===== src/rtl/sccp_pkg.sv =====
package sccp_pkg;

  // ----------------------------------------
  // Timing
  // ----------------------------------------
  localparam int CLK_MHZ = 100;
  localparam int PLL_SETTLE_US = 100;
  localparam int PLL_SETTLE_CYC = PLL_SETTLE_US * CLK_MHZ;
  localparam int WAKE_CYC = 2048;
  localparam int GLITCH_CYC = 8;
  localparam int XTAL_MIN_HZ = 1000000;
  localparam int XTAL_MAX_HZ = 30000000;
  localparam int PLL_IN_MIN_HZ = 10000000;
  localparam int PLL_IN_MAX_HZ = 25000000;

  // ----------------------------------------
  // Register offsets
  // ----------------------------------------
  localparam logic [7:0] PLL_CTRL_OFS = 8'h00;
  localparam logic [7:0] PLL_CFG_OFS = 8'h04;
  localparam logic [7:0] PLL_STAT_OFS = 8'h08;
  localparam logic [7:0] PWR_MODE_OFS = 8'h0c;
  localparam logic [7:0] PERIPH_PWR_OFS = 8'h10;
  localparam logic [7:0] PCLK_DIV_OFS = 8'h14;
  localparam logic [7:0] VEC_MAP_OFS = 8'h18;
  localparam logic [7:0] EXT_FLAG_OFS = 8'h1c;
  localparam logic [7:0] EXT_MODE_OFS = 8'h20;
  localparam logic [7:0] EXT_WAKE_OFS = 8'h24;
  localparam logic [7:0] RST_SRC_OFS = 8'h28;

  // ----------------------------------------
  // Fields and reset values
  // ----------------------------------------
  localparam int PLL_EN_BIT = 0;
  localparam int PLL_CONN_BIT = 1;
  localparam int PLL_LOCK_BIT = 2;
  localparam int PLL_INOK_BIT = 3;
  localparam int MSEL_LSB = 0;
  localparam int PSEL_LSB = 5;
  localparam int IDLE_BIT = 0;
  localparam int PDOWN_BIT = 1;
  localparam logic [4:0] MSEL_RST = 5'h00;
  localparam logic [1:0] PSEL_RST = 2'h0;
  localparam logic [1:0] PDIV_QUARTER = 2'h0;
  localparam logic [1:0] PDIV_FULL = 2'h1;
  localparam logic [1:0] PDIV_HALF = 2'h2;
  localparam logic VEC_FLASH = 1'b0;

  typedef enum logic [2:0] {ST_BOOT, ST_RUN, ST_IDLE, ST_PDOWN, ST_WAKE} sccp_state_e;

endpackage


===== src/rtl/sccp_sysctrl.sv =====
// The Avalon-MM register port and the register offsets were decided locally.
`timescale 1ns/1ps
`default_nettype none
module sccp_sysctrl #(
  parameter int NPERIPH = 16,
  parameter int NEXT = 9,
  parameter int NGRP = 4,
  parameter int OSC_HZ = 12000000,
  parameter int PLL_SETTLE = sccp_pkg::PLL_SETTLE_CYC
) (
  input wire logic mclk_in,
  input wire logic srst_in,
  // Avalon-MM slave
  input wire logic [7:0] avs_address_in,
  input wire logic avs_read_in,
  input wire logic avs_write_in,
  input wire logic [31:0] avs_writedata_in,
  input wire logic [3:0] avs_byteenable_in,
  output logic [31:0] avs_readdata_out,
  output logic avs_waitrequest_out,
  // Reset sources, readiness and interrupt inputs
  input wire logic rst_pin_n_in,
  input wire logic wdt_rst_in,
  input wire logic osc_ok_in,
  input wire logic flash_init_done_in,
  input wire logic irq_any_in,
  input wire logic [NEXT-1:0] ext_int_in,
  // Clock and reset control, vector map and interrupt outputs
  output logic osc_en_out,
  output logic pll_en_out,
  output logic [4:0] pll_mult_out,
  output logic [1:0] pll_div_out,
  output logic cpu_clk_from_pll_out,
  output logic cpu_core_clock_en_out,
  output logic core_rst_out,
  output logic pclk_en_out,
  output logic [NPERIPH-1:0] periph_clk_en_out,
  output logic vec_from_sram_out,
  output logic [NGRP-1:0] ext_irq_out
);
  import sccp_pkg::*;

  // ----------------------------------------
  // Bus handshake
  // ----------------------------------------
  logic ack_ff;
  logic wr;
  logic [31:0] wmask;
  logic [31:0] rdata;
  logic chip_rst;

  always_ff @(posedge mclk_in) begin
    if (srst_in) begin
      ack_ff <= 1'b0;
    end else begin
      ack_ff <= (avs_read_in | avs_write_in) & ~ack_ff;
    end
  end

  assign avs_waitrequest_out = (avs_read_in | avs_write_in) & ~ack_ff;
  assign wr = avs_write_in & ack_ff;
  assign wmask = {{8{avs_byteenable_in[3]}}, {8{avs_byteenable_in[2]}},
                  {8{avs_byteenable_in[1]}}, {8{avs_byteenable_in[0]}}};

  function automatic logic [31:0] merge(input logic [31:0] old, input logic [31:0] wd, input logic [31:0] m);
    merge = (old & ~m) | (wd & m);
  endfunction

  // ----------------------------------------
  // Reset pin filter
  // ----------------------------------------
  logic [2:0] rpin_sync_ff;
  logic rpin_low_ff;
  logic [3:0] glitch_cnt_ff;
  logic pin_rst_ff;

  always_ff @(posedge mclk_in) begin
    if (srst_in) begin
      rpin_sync_ff <= 3'h7;
      rpin_low_ff <= 1'b0;
    end else begin
      rpin_sync_ff <= {rpin_sync_ff[1:0], rst_pin_n_in};
      if (rpin_sync_ff[1] == rpin_sync_ff[2]) begin
        rpin_low_ff <= ~rpin_sync_ff[2];
      end
    end
  end

  always_ff @(posedge mclk_in) begin
    if (srst_in) begin
      glitch_cnt_ff <= 4'h0;
      pin_rst_ff <= 1'b0;
    end else if (!rpin_low_ff) begin
      glitch_cnt_ff <= 4'h0;
      pin_rst_ff <= 1'b0;
    end else if (glitch_cnt_ff == 4'(GLITCH_CYC - 1)) begin
      pin_rst_ff <= 1'b1;
    end else begin
      glitch_cnt_ff <= glitch_cnt_ff + 4'h1;
    end
  end

  assign chip_rst = srst_in | pin_rst_ff | wdt_rst_in;

  logic [1:0] rst_src_ff;
  always_ff @(posedge mclk_in) begin
    if (srst_in) begin
      rst_src_ff <= 2'h0;
    end else begin
      rst_src_ff <= (rst_src_ff & ~((wr && avs_address_in == RST_SRC_OFS) ? (avs_writedata_in[1:0] & wmask[1:0]) : 2'h0))
                    | {wdt_rst_in, pin_rst_ff};
    end
  end

  // ----------------------------------------
  // Oscillator ready sync
  // ----------------------------------------
  logic [2:0] osc_sync_ff;
  logic osc_ok_ff;

  always_ff @(posedge mclk_in) begin
    if (srst_in) begin
      osc_sync_ff <= 3'h0;
      osc_ok_ff <= 1'b0;
    end else begin
      osc_sync_ff <= {osc_sync_ff[1:0], osc_ok_in};
      if (osc_sync_ff[1] == osc_sync_ff[2]) begin
        osc_ok_ff <= osc_sync_ff[2];
      end
    end
  end

  // ----------------------------------------
  // Configuration registers
  // ----------------------------------------
  logic pll_en_ff;
  logic pll_conn_ff;
  logic pll_lock_ff;
  logic [4:0] msel_ff;
  logic [1:0] psel_ff;
  logic [NPERIPH-1:0] pconp_ff;
  logic [1:0] pdiv_ff;
  logic vec_ff;
  logic [NEXT-1:0] ext_mode_ff;
  logic [NEXT-1:0] ext_wake_ff;
  logic [31:0] cfg_new;
  logic [31:0] ctl_new;
  logic pll_in_ok;

  // Oscillator must be in crystal range and PLL input range
  assign pll_in_ok = (OSC_HZ >= XTAL_MIN_HZ) && (OSC_HZ <= XTAL_MAX_HZ) &&
                     (OSC_HZ >= PLL_IN_MIN_HZ) && (OSC_HZ <= PLL_IN_MAX_HZ);
  assign cfg_new = merge({25'h0, psel_ff, msel_ff}, avs_writedata_in, wmask);
  assign ctl_new = merge({30'h0, pll_conn_ff, pll_en_ff}, avs_writedata_in, wmask);

  always_ff @(posedge mclk_in) begin
    if (chip_rst) begin
      pll_en_ff <= 1'b0;
      pll_conn_ff <= 1'b0;
      msel_ff <= MSEL_RST;
      psel_ff <= PSEL_RST;
    end else begin
      if (wr && avs_address_in == PLL_CTRL_OFS) begin
        pll_en_ff <= ctl_new[PLL_EN_BIT] & pll_in_ok;
        // Connect only a running, locked PLL
        if (!ctl_new[PLL_CONN_BIT] || !ctl_new[PLL_EN_BIT]) begin
          pll_conn_ff <= 1'b0;
        end else if (pll_en_ff && pll_lock_ff) begin
          pll_conn_ff <= 1'b1;
        end
      end
      if (wr && avs_address_in == PLL_CFG_OFS) begin
        msel_ff <= cfg_new[MSEL_LSB +: 5];
        psel_ff <= cfg_new[PSEL_LSB +: 2];
      end
    end
  end

  always_ff @(posedge mclk_in) begin
    if (chip_rst) begin
      pconp_ff <= {NPERIPH{1'b1}};
      pdiv_ff <= PDIV_QUARTER;
      vec_ff <= VEC_FLASH;
      ext_mode_ff <= {NEXT{1'b0}};
      ext_wake_ff <= {NEXT{1'b0}};
    end else if (wr) begin
      case (avs_address_in)
        PERIPH_PWR_OFS: pconp_ff <= NPERIPH'(merge(32'(pconp_ff), avs_writedata_in, wmask));
        PCLK_DIV_OFS: pdiv_ff <= 2'(merge(32'(pdiv_ff), avs_writedata_in, wmask));
        VEC_MAP_OFS: vec_ff <= 1'(merge(32'(vec_ff), avs_writedata_in, wmask));
        EXT_MODE_OFS: ext_mode_ff <= NEXT'(merge(32'(ext_mode_ff), avs_writedata_in, wmask));
        EXT_WAKE_OFS: ext_wake_ff <= NEXT'(merge(32'(ext_wake_ff), avs_writedata_in, wmask));
        default: ;
      endcase
    end
  end

  // ----------------------------------------
  // External interrupt inputs
  // ----------------------------------------
  logic [NEXT-1:0] ext_lvl;
  logic [NEXT-1:0] ext_rise;
  logic [NEXT-1:0] ext_flag_ff;
  logic [NEXT-1:0] ext_req;
  logic [NEXT-1:0] ext_clr;

  genvar gi;
  generate
    for (gi = 0; gi < NEXT; gi++) begin : g_ext
      logic [2:0] sync_ff;
      logic lvl_ff;
      always_ff @(posedge mclk_in) begin
        if (srst_in) begin
          sync_ff <= 3'h0;
          lvl_ff <= 1'b0;
        end else begin
          sync_ff <= {sync_ff[1:0], ext_int_in[gi]};
          if (sync_ff[1] == sync_ff[2]) begin
            lvl_ff <= sync_ff[2];
          end
        end
      end
      assign ext_lvl[gi] = lvl_ff;
      assign ext_rise[gi] = (sync_ff[1] == sync_ff[2]) & sync_ff[2] & ~lvl_ff;
    end
  endgenerate

  assign ext_clr = (wr && avs_address_in == EXT_FLAG_OFS) ? (avs_writedata_in[NEXT-1:0] & wmask[NEXT-1:0])
                                                         : {NEXT{1'b0}};

  always_ff @(posedge mclk_in) begin
    if (chip_rst) begin
      ext_flag_ff <= {NEXT{1'b0}};
    end else begin
      ext_flag_ff <= (ext_flag_ff & ~ext_clr) | (ext_rise & ext_mode_ff);
    end
  end

  assign ext_req = (ext_flag_ff & ext_mode_ff) | (ext_lvl & ~ext_mode_ff);

  always_comb begin
    ext_irq_out = {NGRP{1'b0}};
    for (int i = 0; i < NEXT; i++) begin
      ext_irq_out[i % NGRP] = ext_irq_out[i % NGRP] | ext_req[i];
    end
  end

  // ----------------------------------------
  // Power mode and wake-up timer
  // ----------------------------------------
  sccp_state_e state_ff;
  logic [11:0] wake_cnt_ff;
  logic wake_done;
  logic pd_wake;

  assign wake_done = osc_ok_ff && (wake_cnt_ff == 12'(WAKE_CYC - 1));
  assign pd_wake = |(ext_lvl & ext_wake_ff);

  always_ff @(posedge mclk_in) begin
    if (chip_rst) begin
      state_ff <= ST_BOOT;
    end else begin
      case (state_ff)
        ST_BOOT: if (wake_done && flash_init_done_in) begin
          state_ff <= ST_RUN;
        end
        ST_RUN: if (wr && avs_address_in == PWR_MODE_OFS && avs_byteenable_in[0]) begin
          if (avs_writedata_in[PDOWN_BIT]) begin
            state_ff <= ST_PDOWN;
          end else if (avs_writedata_in[IDLE_BIT]) begin
            state_ff <= ST_IDLE;
          end
        end
        ST_IDLE: if (irq_any_in || (|ext_req)) begin
          state_ff <= ST_RUN;
        end
        ST_PDOWN: if (pd_wake) begin
          state_ff <= ST_WAKE;
        end
        ST_WAKE: if (wake_done) begin
          state_ff <= ST_RUN;
        end
        default: state_ff <= ST_BOOT;
      endcase
    end
  end

  always_ff @(posedge mclk_in) begin
    if (chip_rst || !osc_ok_ff || (state_ff != ST_BOOT && state_ff != ST_WAKE)) begin
      wake_cnt_ff <= 12'h000;
    end else if (!wake_done) begin
      wake_cnt_ff <= wake_cnt_ff + 12'h001;
    end
  end

  // ----------------------------------------
  // PLL lock
  // ----------------------------------------
  logic [31:0] lock_cnt_ff;

  always_ff @(posedge mclk_in) begin
    if (chip_rst || !pll_en_ff || state_ff == ST_PDOWN || (wr && avs_address_in == PLL_CFG_OFS)) begin
      lock_cnt_ff <= 32'h0;
      pll_lock_ff <= 1'b0;
    end else if (lock_cnt_ff == 32'(PLL_SETTLE - 1)) begin
      pll_lock_ff <= 1'b1;
    end else begin
      lock_cnt_ff <= lock_cnt_ff + 32'h1;
    end
  end

  // ----------------------------------------
  // Peripheral clock divider
  // ----------------------------------------
  logic [1:0] pdiv_cnt_ff;
  logic pclk_en_ff;
  logic [1:0] pdiv_top;

  assign pdiv_top = (pdiv_ff == PDIV_FULL) ? 2'h0 : (pdiv_ff == PDIV_HALF) ? 2'h1 : 2'h3;

  always_ff @(posedge mclk_in) begin
    if (chip_rst || state_ff == ST_PDOWN) begin
      pdiv_cnt_ff <= 2'h0;
      pclk_en_ff <= 1'b0;
    end else begin
      pclk_en_ff <= (pdiv_cnt_ff >= pdiv_top);
      pdiv_cnt_ff <= (pdiv_cnt_ff >= pdiv_top) ? 2'h0 : pdiv_cnt_ff + 2'h1;
    end
  end

  // ----------------------------------------
  // Register read
  // ----------------------------------------
  always_comb begin
    rdata = 32'h0;
    case (avs_address_in)
      PLL_CTRL_OFS: rdata = {30'h0, pll_conn_ff, pll_en_ff};
      PLL_CFG_OFS: rdata = {25'h0, psel_ff, msel_ff};
      PLL_STAT_OFS: rdata = {28'h0, pll_in_ok, pll_lock_ff, cpu_clk_from_pll_out, pll_en_ff};
      PWR_MODE_OFS: rdata = {30'h0, state_ff == ST_PDOWN, state_ff == ST_IDLE};
      PERIPH_PWR_OFS: rdata = 32'(pconp_ff);
      PCLK_DIV_OFS: rdata = {30'h0, pdiv_ff};
      VEC_MAP_OFS: rdata = {31'h0, vec_ff};
      EXT_FLAG_OFS: rdata = 32'(ext_flag_ff);
      EXT_MODE_OFS: rdata = 32'(ext_mode_ff);
      EXT_WAKE_OFS: rdata = 32'(ext_wake_ff);
      RST_SRC_OFS: rdata = {30'h0, rst_src_ff};
      default: rdata = 32'h0;
    endcase
  end

  always_ff @(posedge mclk_in) begin
    if (srst_in) begin
      avs_readdata_out <= 32'h0;
    end else if (avs_read_in && !ack_ff) begin
      avs_readdata_out <= rdata;
    end
  end

  // ----------------------------------------
  // Outputs
  // ----------------------------------------
  assign osc_en_out = (state_ff != ST_PDOWN);
  assign pll_en_out = pll_en_ff && (state_ff != ST_PDOWN);
  assign pll_mult_out = msel_ff;
  assign pll_div_out = psel_ff;
  assign cpu_clk_from_pll_out = pll_conn_ff & pll_lock_ff & pll_en_out;
  assign cpu_core_clock_en_out = (state_ff == ST_RUN);
  assign core_rst_out = (state_ff == ST_BOOT);
  assign pclk_en_out = pclk_en_ff;
  assign periph_clk_en_out = {NPERIPH{pclk_en_ff}} & pconp_ff;
  assign vec_from_sram_out = vec_ff;

endmodule
`default_nettype wire


===== config.mk =====
export PLATFORM = sky130hd
export DESIGN_NAME = sccp_sysctrl
export DESIGN_NICKNAME = d
export VERILOG_FILES = /design/src/rtl/sccp_pkg.sv /design/src/rtl/sccp_sysctrl.sv
export SDC_FILE = /design/constraint.sdc
export NUM_CORES = 1
export LEC_CHECK = 0
export BUFFER_PORTS_ARGS = -buffer_cell sky130_fd_sc_hd__buf_2
export CAP_MARGIN = 10
export CORE_AREA = 2 2 134 136
export CTS_BUF_LIST = sky130_fd_sc_hd__clkbuf_8
export DETAILED_ROUTE_END_ITERATION = 10
export DIE_AREA = 0 0 136 138
export GPL_TIMING_DRIVEN = 0
export PLACE_DENSITY = 0.65
export SYNTH_ARGS = -nofsm -noshare
export SYNTH_HDL_FRONTEND = slang
export SYNTH_SLANG_ARGS = --single-unit

===== constraint.sdc =====
create_clock -name mclk_in -period 3.99 [get_ports mclk_in]
set_clock_uncertainty 0.15 [all_clocks]
set_input_delay 0.399 -clock mclk_in [delete_from_list [all_inputs] [get_ports mclk_in]]
set_output_delay 0.399 -clock mclk_in [all_outputs]
set_load 0.005 [all_outputs]

==> results.toml, run 1 <==
[routing]
wl_per_cell_um = 16.1
first_pass_iters = 5
drtIter0Drc = 608
wl_um = 20300
antenna_left = 0
vias = 6685
drcViolationCount = 0
viasPerCell = 5.30

[global_routing]
antenna_found_initial = 0
grt_first_pass_wirelength_um = 32600
grt_use_total_pct = 22.3
overflow = 0
grt_max_degree = 17
first_global_vias = 6208

[critical_path]
r2r_setup_slack_ns = 1.80
cp-start-kind = "flip-flop"
cp_num_buf_inv = 2
reg2reg_to = "lock_cnt_ff[28]$_SDFFE_PP0P_"
cp.arrival_ns = 1.96
cp_top_family = "buffers and inverters"
r2r-start = "lock_cnt_ff[0]$_SDFFE_PP0P_"
path_cells = "clkbuf_1 > and2_1 > buf_2"
reg2reg_depth = 7
end_kind = "output pin"
cpMaxStageDelayCell = "dfxtp_1"
crit_fanout = 10
cp.required_ns = 3.44
worstSetupPathType = "reg -> out"
worst_path_largest_cell_delay_ns = 0.61

[cells_and_area]
n_fill_cell = 1736
antenna_cells = 0
mostFrequentLayoutCell = "dfxtp_1"
nets = 1098
design_area_um2 = 8990
syn2layout_area_growth_pct = 18.0
drive_gt1_share_pct = 16.3
final_cell_mix = "174 x dfxtp_1, 110 x nor2_1, 104 x nand2_1"

[synth]
synth_mux_area_share_pct = 3.96
ys_seq_area_share_pct = 45.7
netlist_area_um2 = 7620
synth-xor-area-share_pct = 4.14
synth_edf_count = 0
async_reset_ff_share_pct = 0
synthDistinctLibCells = 62
yosys_warnings = 0
yosys.area_share.adder_pct = 2.46
synth_top_family_by_area = "simple AND/OR/NAND/NOR gates"
synth_ff_type = "dfxtp_1"
synthSimpleGateAreaFrac_pct = 28.9
avgSynthCellArea_um2 = 8.67
synth_compound_area_share_pct = 10.6
ys_ff_latch = 174
syn-instance-count = 879

[worst_hold_path]
min_from = "ext_int_in[1]"
holdPathStages = 2
holdCritPathClass = "in -> reg"
min_to = "g_ext[1].sync_ff[0]$_SDFF_PP0_"

[flow_run]
maxCapViolations = 0

[power_and_ir_drop]
ir_worst_vdd_mv = 0.264
p_leak_nw = 3.54
power_mw = 3.20
pwr_density_cell_nw_per_um2 = 356

[sta]
period_needed_ns = 2.51
fin_tns_setup_ns = 0
period_share_pct = 62.9
hold_violations = 0
drv_slew = 0
worst_pin_slew_ns = 1.03
relSlewSlack_pct = 30.5
grt_setup_unrepaired = "no"
fmax_ghz = 0.398
setup_viol = 0

[clocking]
cts_buffer_depth = 2
cts-htree-levels = 4
cts_setup_buffers = 0
clk_pin_slew_ns = 0.09
tritoncts = "yes"
cts-root-buf = "clkbuf_8"
clk_latency_ns = 0.47
cts_hold_buf = 17
cts_buffers = 17
clock_sinks = 174
cts.repair.resized = 0

[placed_design]
post_dp_cell_area_um2 = 8420
hpwl_um = 15100
io_buffers = 91
place.gp.congestion = 0.943

[floorplan]
fp.dieW_um = 136
coreArea_um2 = 17500
start_util_pct = 43.4
dieHeight_um = 138
row_count = 49
io_pins = 129
die-area_um2 = 18800

[outcome]
status = "complete, no violations"
-- worst reg2reg max path, cell delays in order (launching register included) --
cell and delay, ns:
dfxtp_1 0.41, ha_1 0.21, nand3_1 0.20, nor4_4 0.35, and2_4 0.24, nand2_2 0.09, or3_1 0.35, a21oi_1 0.14
-- power breakdown --
group,internal [mW],total [mW],switching [mW]
clock,0.584,1.27,0.690
combinational,0.0695,0.167,0.0978
sequential,1.75,1.76,0.0101
-- metal layers --
| layer | vias to the layer above | wire, um | global-route usage, % |
|---|---|---|---|
| li1 | 3313 | - | - |
| met1 | 3098 | 9340 | 30.5 |
| met2 | 239 | 9030 | 34.4 |
| met3 | 35 | 1460 | 4.84 |
| met4 | 0 | 511 | 8.22 |
| met5 | - | 0 | 0 |
-- metrics by stage --
step	worst slack (ns)	utilization, %	cells	hold slack (ns)
after detailed placement	1.40	48.0	1214	0.248
final	1.48	51.3	1262	0.0268
after global routing	1.33	51.3	1262	0.0316
after CTS	1.41	51.3	1262	0.00788
after global placement	1.39	48.0	1214	0.244
after floorplan	2.07	-	894	0.239
-- cell usage after synthesis, types with 2 or more instances --
cell type / number / area [um2]
and4b_1: 2 / 20.0
a22oi_1: 23 / 173
nand2b_1: 8 / 50.1
nand3_1: 77 / 385
xnor2_1: 12 / 105
or2_2: 3 / 18.8
or3_1: 6 / 37.5
ha_1: 15 / 188
a2bb2oi_1: 2 / 17.5
a221oi_1: 3 / 26.3
nand2_2: 2 / 12.5
and3_1: 9 / 56.3
o21ai_0: 11 / 55.1
mux2i_1: 29 / 290
nor3_1: 18 / 90.1
nor4_1: 8 / 50.1
a21oi_1: 50 / 250
clkbuf_1: 24 / 90.1
and4_1: 5 / 43.8
nor4b_2: 2 / 30.0
a222oi_1: 3 / 30.0
o22ai_1: 4 / 25.0
nand4_1: 9 / 56.3
a32o_1: 2 / 20.0
nand2_1: 104 / 390
nor4_4: 3 / 63.8
xor2_1: 24 / 210
nand3_2: 2 / 20.0
buf_1: 3 / 11.3
inv_1: 10 / 37.5
a22o_1: 7 / 61.3
and2_1: 22 / 138
o211ai_1: 6 / 45.0
buf_2: 11 / 55.1
buf_4: 16 / 120
nor2_1: 110 / 413
nor2b_1: 32 / 200
nand3b_1: 3 / 22.5
o21ai_1: 3 / 15.0
dfxtp_1: 174 / 3480
-- kinds of logic after synthesis --
| group | Yosys count |
|---|---|
| flip-flops | 174 |
| buffers and inverters | 65 |
| other | 1 |
| AO/OA/AOI/OAI | 124 |
| AND/OR/NAND/NOR | 434 |
| adder cells (fa/ha/maj) | 15 |
| multiplexers | 30 |
| XOR/XNOR | 36 |
-- worst max path at each step --
stage,from,end,slack [ns],depth (start not counted)
after floorplan,lock_cnt_ff[0]$_SDFFE_PP0P_,lock_cnt_ff[28]$_SDFFE_PP0P_,2.07,7
after global placement,avs_address_in[1],flip-flop,1.39,8
after detailed placement,avs_address_in[1],flip-flop,1.40,8
after CTS,pclk_en_out$_SDFF_PP0_,periph_clk_en_out[8],1.41,3
after global routing,pclk_en_out$_SDFF_PP0_,periph_clk_en_out[8],1.33,3
final,pclk_en_out$_SDFF_PP0_,periph_clk_en_out[8],1.48,3
-- layout make-up --
cell class	instances	area (um2)	area share (%)
multi-input cells	655	3870	43.1
flip-flops and latches	174	3480	38.7
repair buffers	108	626	6.96
well taps	229	287	3.19
plain buffers	54	277	3.08
clock buffers	18	248	2.76
clock inverters	13	156	1.74
inverters	11	41.3	0.459
Note: power is estimated with default switching activity, not from simulation.
==> run 2, diff against run 1 <==
==> constraint.sdc (replaced) <==
create_clock -name mclk_in -period 2.4 [get_ports mclk_in]
set_clock_uncertainty 0.15 [all_clocks]
set_input_delay 0.24 -clock mclk_in [delete_from_list [all_inputs] [get_ports mclk_in]]
set_output_delay 0.24 -clock mclk_in [all_outputs]
set_load 0.005 [all_outputs]
==> results.toml, run 2 (synthesized netlist as in run 1, its figures left out) <==
[floorplan]
dieHeight_um = 138
die-area_um2 = 18800
row_count = 49
io_pins = 129
coreArea_um2 = 17500
fp.dieW_um = 136
start_util_pct = 43.4

[sta]
fmax_ghz = 0.456
period_share_pct = 91.4
grt_setup_unrepaired = "no"
period_needed_ns = 2.19
layout_setup_ws_ns = 0.206
holdWs_ns = 0.0924
hold_violations = 0
worst_pin_slew_ns = 1.09
relSlewSlack_pct = 26.5
fin_tns_setup_ns = 0
drv_slew = 0
setup_viol = 0

[power_and_ir_drop]
power_mw = 5.34
pwr-share-seq_pct = 54.9
pwr_density_cell_nw_per_um2 = 586
switching_share_pct = 24.8
p_leak_nw = 3.60
p_clk_share_pct = 39.6
comb_power_share_pct = 5.5
intPower_mw = 4.01
ir_worst_vdd_mv = 0.438
p_switching_mw = 1.33

[placed_design]
pre_cts_slack_ns = -0.0303
io_buffers = 91
hpwl_um = 15100
place.gp.congestion = 0.943

[cells_and_area]
antenna_cells = 0
fin_util_pct = 52.0
n_fill_cell = 1722
seqCellArea_um2 = 3480
drive_gt1_share_pct = 16.3
syn2layout_area_growth_pct = 19.6
mostFrequentLayoutCell = "dfxtp_1"
multi_input_area_um2 = 3870
final_cell_mix = "174 x dfxtp_1, 110 x nor2_1, 104 x nand2_1"
nets = 1110

[clocking]
tritoncts = "yes"
cts_buffers = 17
cts-root-buf = "clkbuf_8"
clock_sinks = 174
cts-htree-levels = 4
cts_buffer_depth = 2
clk_pin_slew_ns = 0.11
cts_setup_buffers = 0
clk_latency_ns = 0.47

[routing]
wl_per_cell_um = 16.0
viasPerCell = 5.29
drtIter0Drc = 573
antenna_left = 0
first_pass_iters = 5
vias = 6734
drcViolationCount = 0
wl_um = 20400

[global_routing]
overflow = 0
grt_max_degree = 17
grt_first_pass_wirelength_um = 32800
first_global_vias = 6267
antenna_found_initial = 0
grt_use_total_pct = 22.4

[critical_path]
cp.required_ns = 2.01
crit_fanout = 9
end_kind = "output pin"
cp-start-kind = "flip-flop"
worstSetupPathType = "reg -> out"
r2r_setup_slack_ns = 0.21
cp.arrival_ns = 1.80

[flow_run]
maxCapViolations = 0

[outcome]
status = "complete, no violations"

[worst_hold_path]
holdCritPathClass = "in -> reg"
==> run 2: cell count changes in the layout (fill, tap and decap cells not counted), sizes merged <==
cell	change
dlygate4sd3	+12
==> run 2: timing repair <==
item | CTS | global route
hold buffers | 29 | 0
endpoints found under the hold margin | 53 | 0
endpoints found under the setup margin | 1 | 1
gates resized for setup | 1 | 1
pin swaps | 0 | 0
==> run 2: final timing paths <==
check	endpoint	from	cells after the start
max reg2reg	lock_cnt_ff[28]$_SDFFE_PP0P_	lock_cnt_ff[0]$_SDFFE_PP0P_	7
min reg2reg	rpin_sync_ff[1]$_SDFF_PP1_	rpin_sync_ff[0]$_SDFF_PP1_	1
max	cpu_clk_from_pll_out	state_ff[0]$_SDFFE_PP0P_	6
min	flip-flop	avs_writedata_in[1]	3
==> run 2: power by group through the flow <==
| stage | registers [mW] | logic, mW | clock network (mW) |
|---|---|---|---|
| after floorplan | 2.99 | 0.147 | 0 |
| after global placement | 3.00 | 0.253 | 0 |
| after detailed placement | 3.00 | 0.255 | 0 |
| after CTS | 2.93 | 0.291 | 2.16 |
| after global routing | 2.94 | 0.321 | 2.29 |
| final | 2.93 | 0.294 | 2.11 |
==> run 2: per-layer routing <==
layer | wire length, um | track usage (%)
met4 | 520 | 8.22
met1 | 9500 | 30.5
met3 | 1270 | 4.77
met2 | 9110 | 34.8
met5 | 0 | 0
==> run 2: stage by stage <==
stage / cells / instance area, um2
finish: 1274 / 9110
CTS: 1274 / 9110
detailed placement: 1214 / 8420
global route: 1274 / 9110
floorplan: 894 / 7670
global placement: 1214 / 8420
==> run 2: cell type report <==
type | instances | share of cell area (%)
buffer | 54 | 3.05
clock buffer | 18 | 2.72
clock inverter | 13 | 1.72
inverter | 11 | 0.453
multi-input combinational | 655 | 42.5
sequential | 174 | 38.2
tap | 229 | 3.14
timing repair buffer | 120 | 8.18
==> run 2: worst max-delay path: stages, from the launching register on <==
cell and delay, ns:
dfxtp_1 0.32, clkbuf_1 0.32, and3b_2 0.35, inv_2 0.08
nand3_1 0.10, nor2_1 0.06, buf_2 0.12
==> run 3, diff against run 2 <==
--- a/config.mk
+++ b/config.mk
@@ -7,12 +7,10 @@
 export LEC_CHECK = 0
 export BUFFER_PORTS_ARGS = -buffer_cell sky130_fd_sc_hd__buf_2
 export CAP_MARGIN = 10
-export CORE_AREA = 2 2 134 136
+export CORE_AREA = 2 2 140 142
 export CTS_BUF_LIST = sky130_fd_sc_hd__clkbuf_8
 export DETAILED_ROUTE_END_ITERATION = 10
-export DIE_AREA = 0 0 136 138
-export GPL_TIMING_DRIVEN = 0
-export PLACE_DENSITY = 0.65
+export DIE_AREA = 0 0 142 144
 export SYNTH_ARGS = -nofsm -noshare
 export SYNTH_HDL_FRONTEND = slang
 export SYNTH_SLANG_ARGS = --single-unit
==> results.toml, run 3 (synthesized netlist as in run 1, its figures left out) <==
[outcome]
status = "complete, no violations"

[critical_path]
worst_path_largest_cell_delay_ns = 0.53
cp-start-kind = "flip-flop"
cp.arrival_ns = 1.79
cp.required_ns = 2.01
crit_fanout = 10
cpMaxStageDelayCell = "dfxtp_1"
path_cells = "and3b_1 > inv_2 > nand3_1 > nor2_1 > buf_2"
end_kind = "output pin"
worstSetupPathType = "reg -> out"

[floorplan]
die-area_um2 = 20400
row_count = 51
start_util_pct = 39.9
dieHeight_um = 144
io_pins = 129
coreArea_um2 = 19100
fp.dieW_um = 142

[cells_and_area]
syn2layout_area_growth_pct = 19.4
nets = 1081
drive_gt1_share_pct = 16.4
final_cell_mix = "174 x dfxtp_1, 110 x nor2_1, 104 x nand2_1"
fin_util_pct = 47.7
mostFrequentLayoutCell = "dfxtp_1"

[global_routing]
grt_max_degree = 61
first_global_vias = 5975
overflow = 0
grt_use_total_pct = 19.6
antenna_found_initial = 1
grt_first_pass_wirelength_um = 31600

[routing]
vias = 6546
drtIter0Drc = 551
viasPerCell = 5.21
wl_per_cell_um = 15.6
drcViolationCount = 0
first_pass_iters = 5
antenna_left = 0
wl_um = 19600

[worst_hold_path]
holdCritPathClass = "in -> reg"

[power_and_ir_drop]
pwr_density_cell_nw_per_um2 = 588
p_leak_nw = 3.57
ir_worst_vdd_mv = 0.324

[clocking]
cts-root-buf = "clkbuf_8"
cts_setup_buffers = 0
cts_buffers = 17
clock_sinks = 174
clk_latency_ns = 0.47
tritoncts = "yes"
cts-htree-levels = 4
cts_buffer_depth = 2
clk_pin_slew_ns = 0.11

[placed_design]
hpwl_um = 13900
place.gp.congestion = 0.890
io_buffers = 94

[sta]
grt_setup_unrepaired = "no"
relSlewSlack_pct = 56.7
worst_pin_slew_ns = 0.645
fin_tns_setup_ns = 0
period_share_pct = 90.9
setup_viol = 0
hold_violations = 0
period_needed_ns = 2.18
drv_slew = 0
fmax_ghz = 0.458

[flow_run]
maxCapViolations = 0
[run 3: changes by cell type in the layout (fill, tap and decap cells not counted), sizes merged]
cell and delta:
dlygate4sd3 +2, bufinv -2, diode +1, buf -7, clkinv +3, inv +2, clkinvlp -1, clkbuf -25
[run 3: worst paths after layout]
check	start	slack, ns	cells after the start	to
worst max register to register	lock_cnt_ff[0]$_SDFFE_PP0P_	0.25	7	lock_cnt_ff[28]$_SDFFE_PP0P_
worst min-delay path	srst_in	0.13	4	flip-flop
worst max-delay path	state_ff[1]$_SDFFE_PP0P_	0.22	5	cpu_clk_from_pll_out
worst min register to register	rpin_sync_ff[0]$_SDFF_PP1_	0.26	1	rpin_sync_ff[1]$_SDFF_PP1_
[run 3: final cells by class]
| class | count | area, um2 |
|---|---|---|
| Timing Repair Buffer | 145 | 943 |
| Fill cell | 1870 | 9990 |
| Tap cell | 238 | 298 |
| Clock inverter | 15 | 203 |
| Clock buffer | 17 | 234 |
| Antenna cell | 1 | 2.50 |
| Sequential cell | 174 | 3480 |
| Inverter | 11 | 41.3 |
| Multi-Input combinational cell | 655 | 3890 |
[run 3: critical path, delay by kind of cell (launching register included)]
kind          cells  cell delay [ns]
buf+inv           2             0.23
flops             1             0.53
simple gates      3             0.56
[run 3: timing repair]
item	in CTS	in global routing
gates resized for setup	0	0
endpoints found under the hold margin	59	0
hold buffers	31	0
[run 3: report_power, final]
part	total, mW	internal (mW)	switching [mW]
registers	2.93	2.92	0.0165
logic	0.275	0.118	0.157
clock network	2.14	0.829	1.31
total	5.35	3.86	1.49
[run 3: per-stage QoR]
step           instance area, um2  instances  setup slack (ns)  total power [mW]  hold slack (ns)
6_report                     9090       1256             0.217              5.35            0.131
5_1_grt                      9090       1256            0.0809              5.57            0.120
4_1_cts                      9090       1255             0.200              5.42            0.107
3_5_place_dp                 8340       1192             0.288              3.23            0.243
3_3_place_gp                 8340       1192             0.324              3.23            0.241
2_1_floorplan                7670        894             0.480              3.14            0.194
[run 3: per-layer routing]
metal	track usage (%)	vias up	wire (um)	share of wire [%]
li1	-	3287	-	-
met1	27.7	3019	9290	48
met2	30.0	222	8630	44
met3	4.27	18	1360	6.9
met4	5.68	0	275	1.4
met5	0	-	0	0
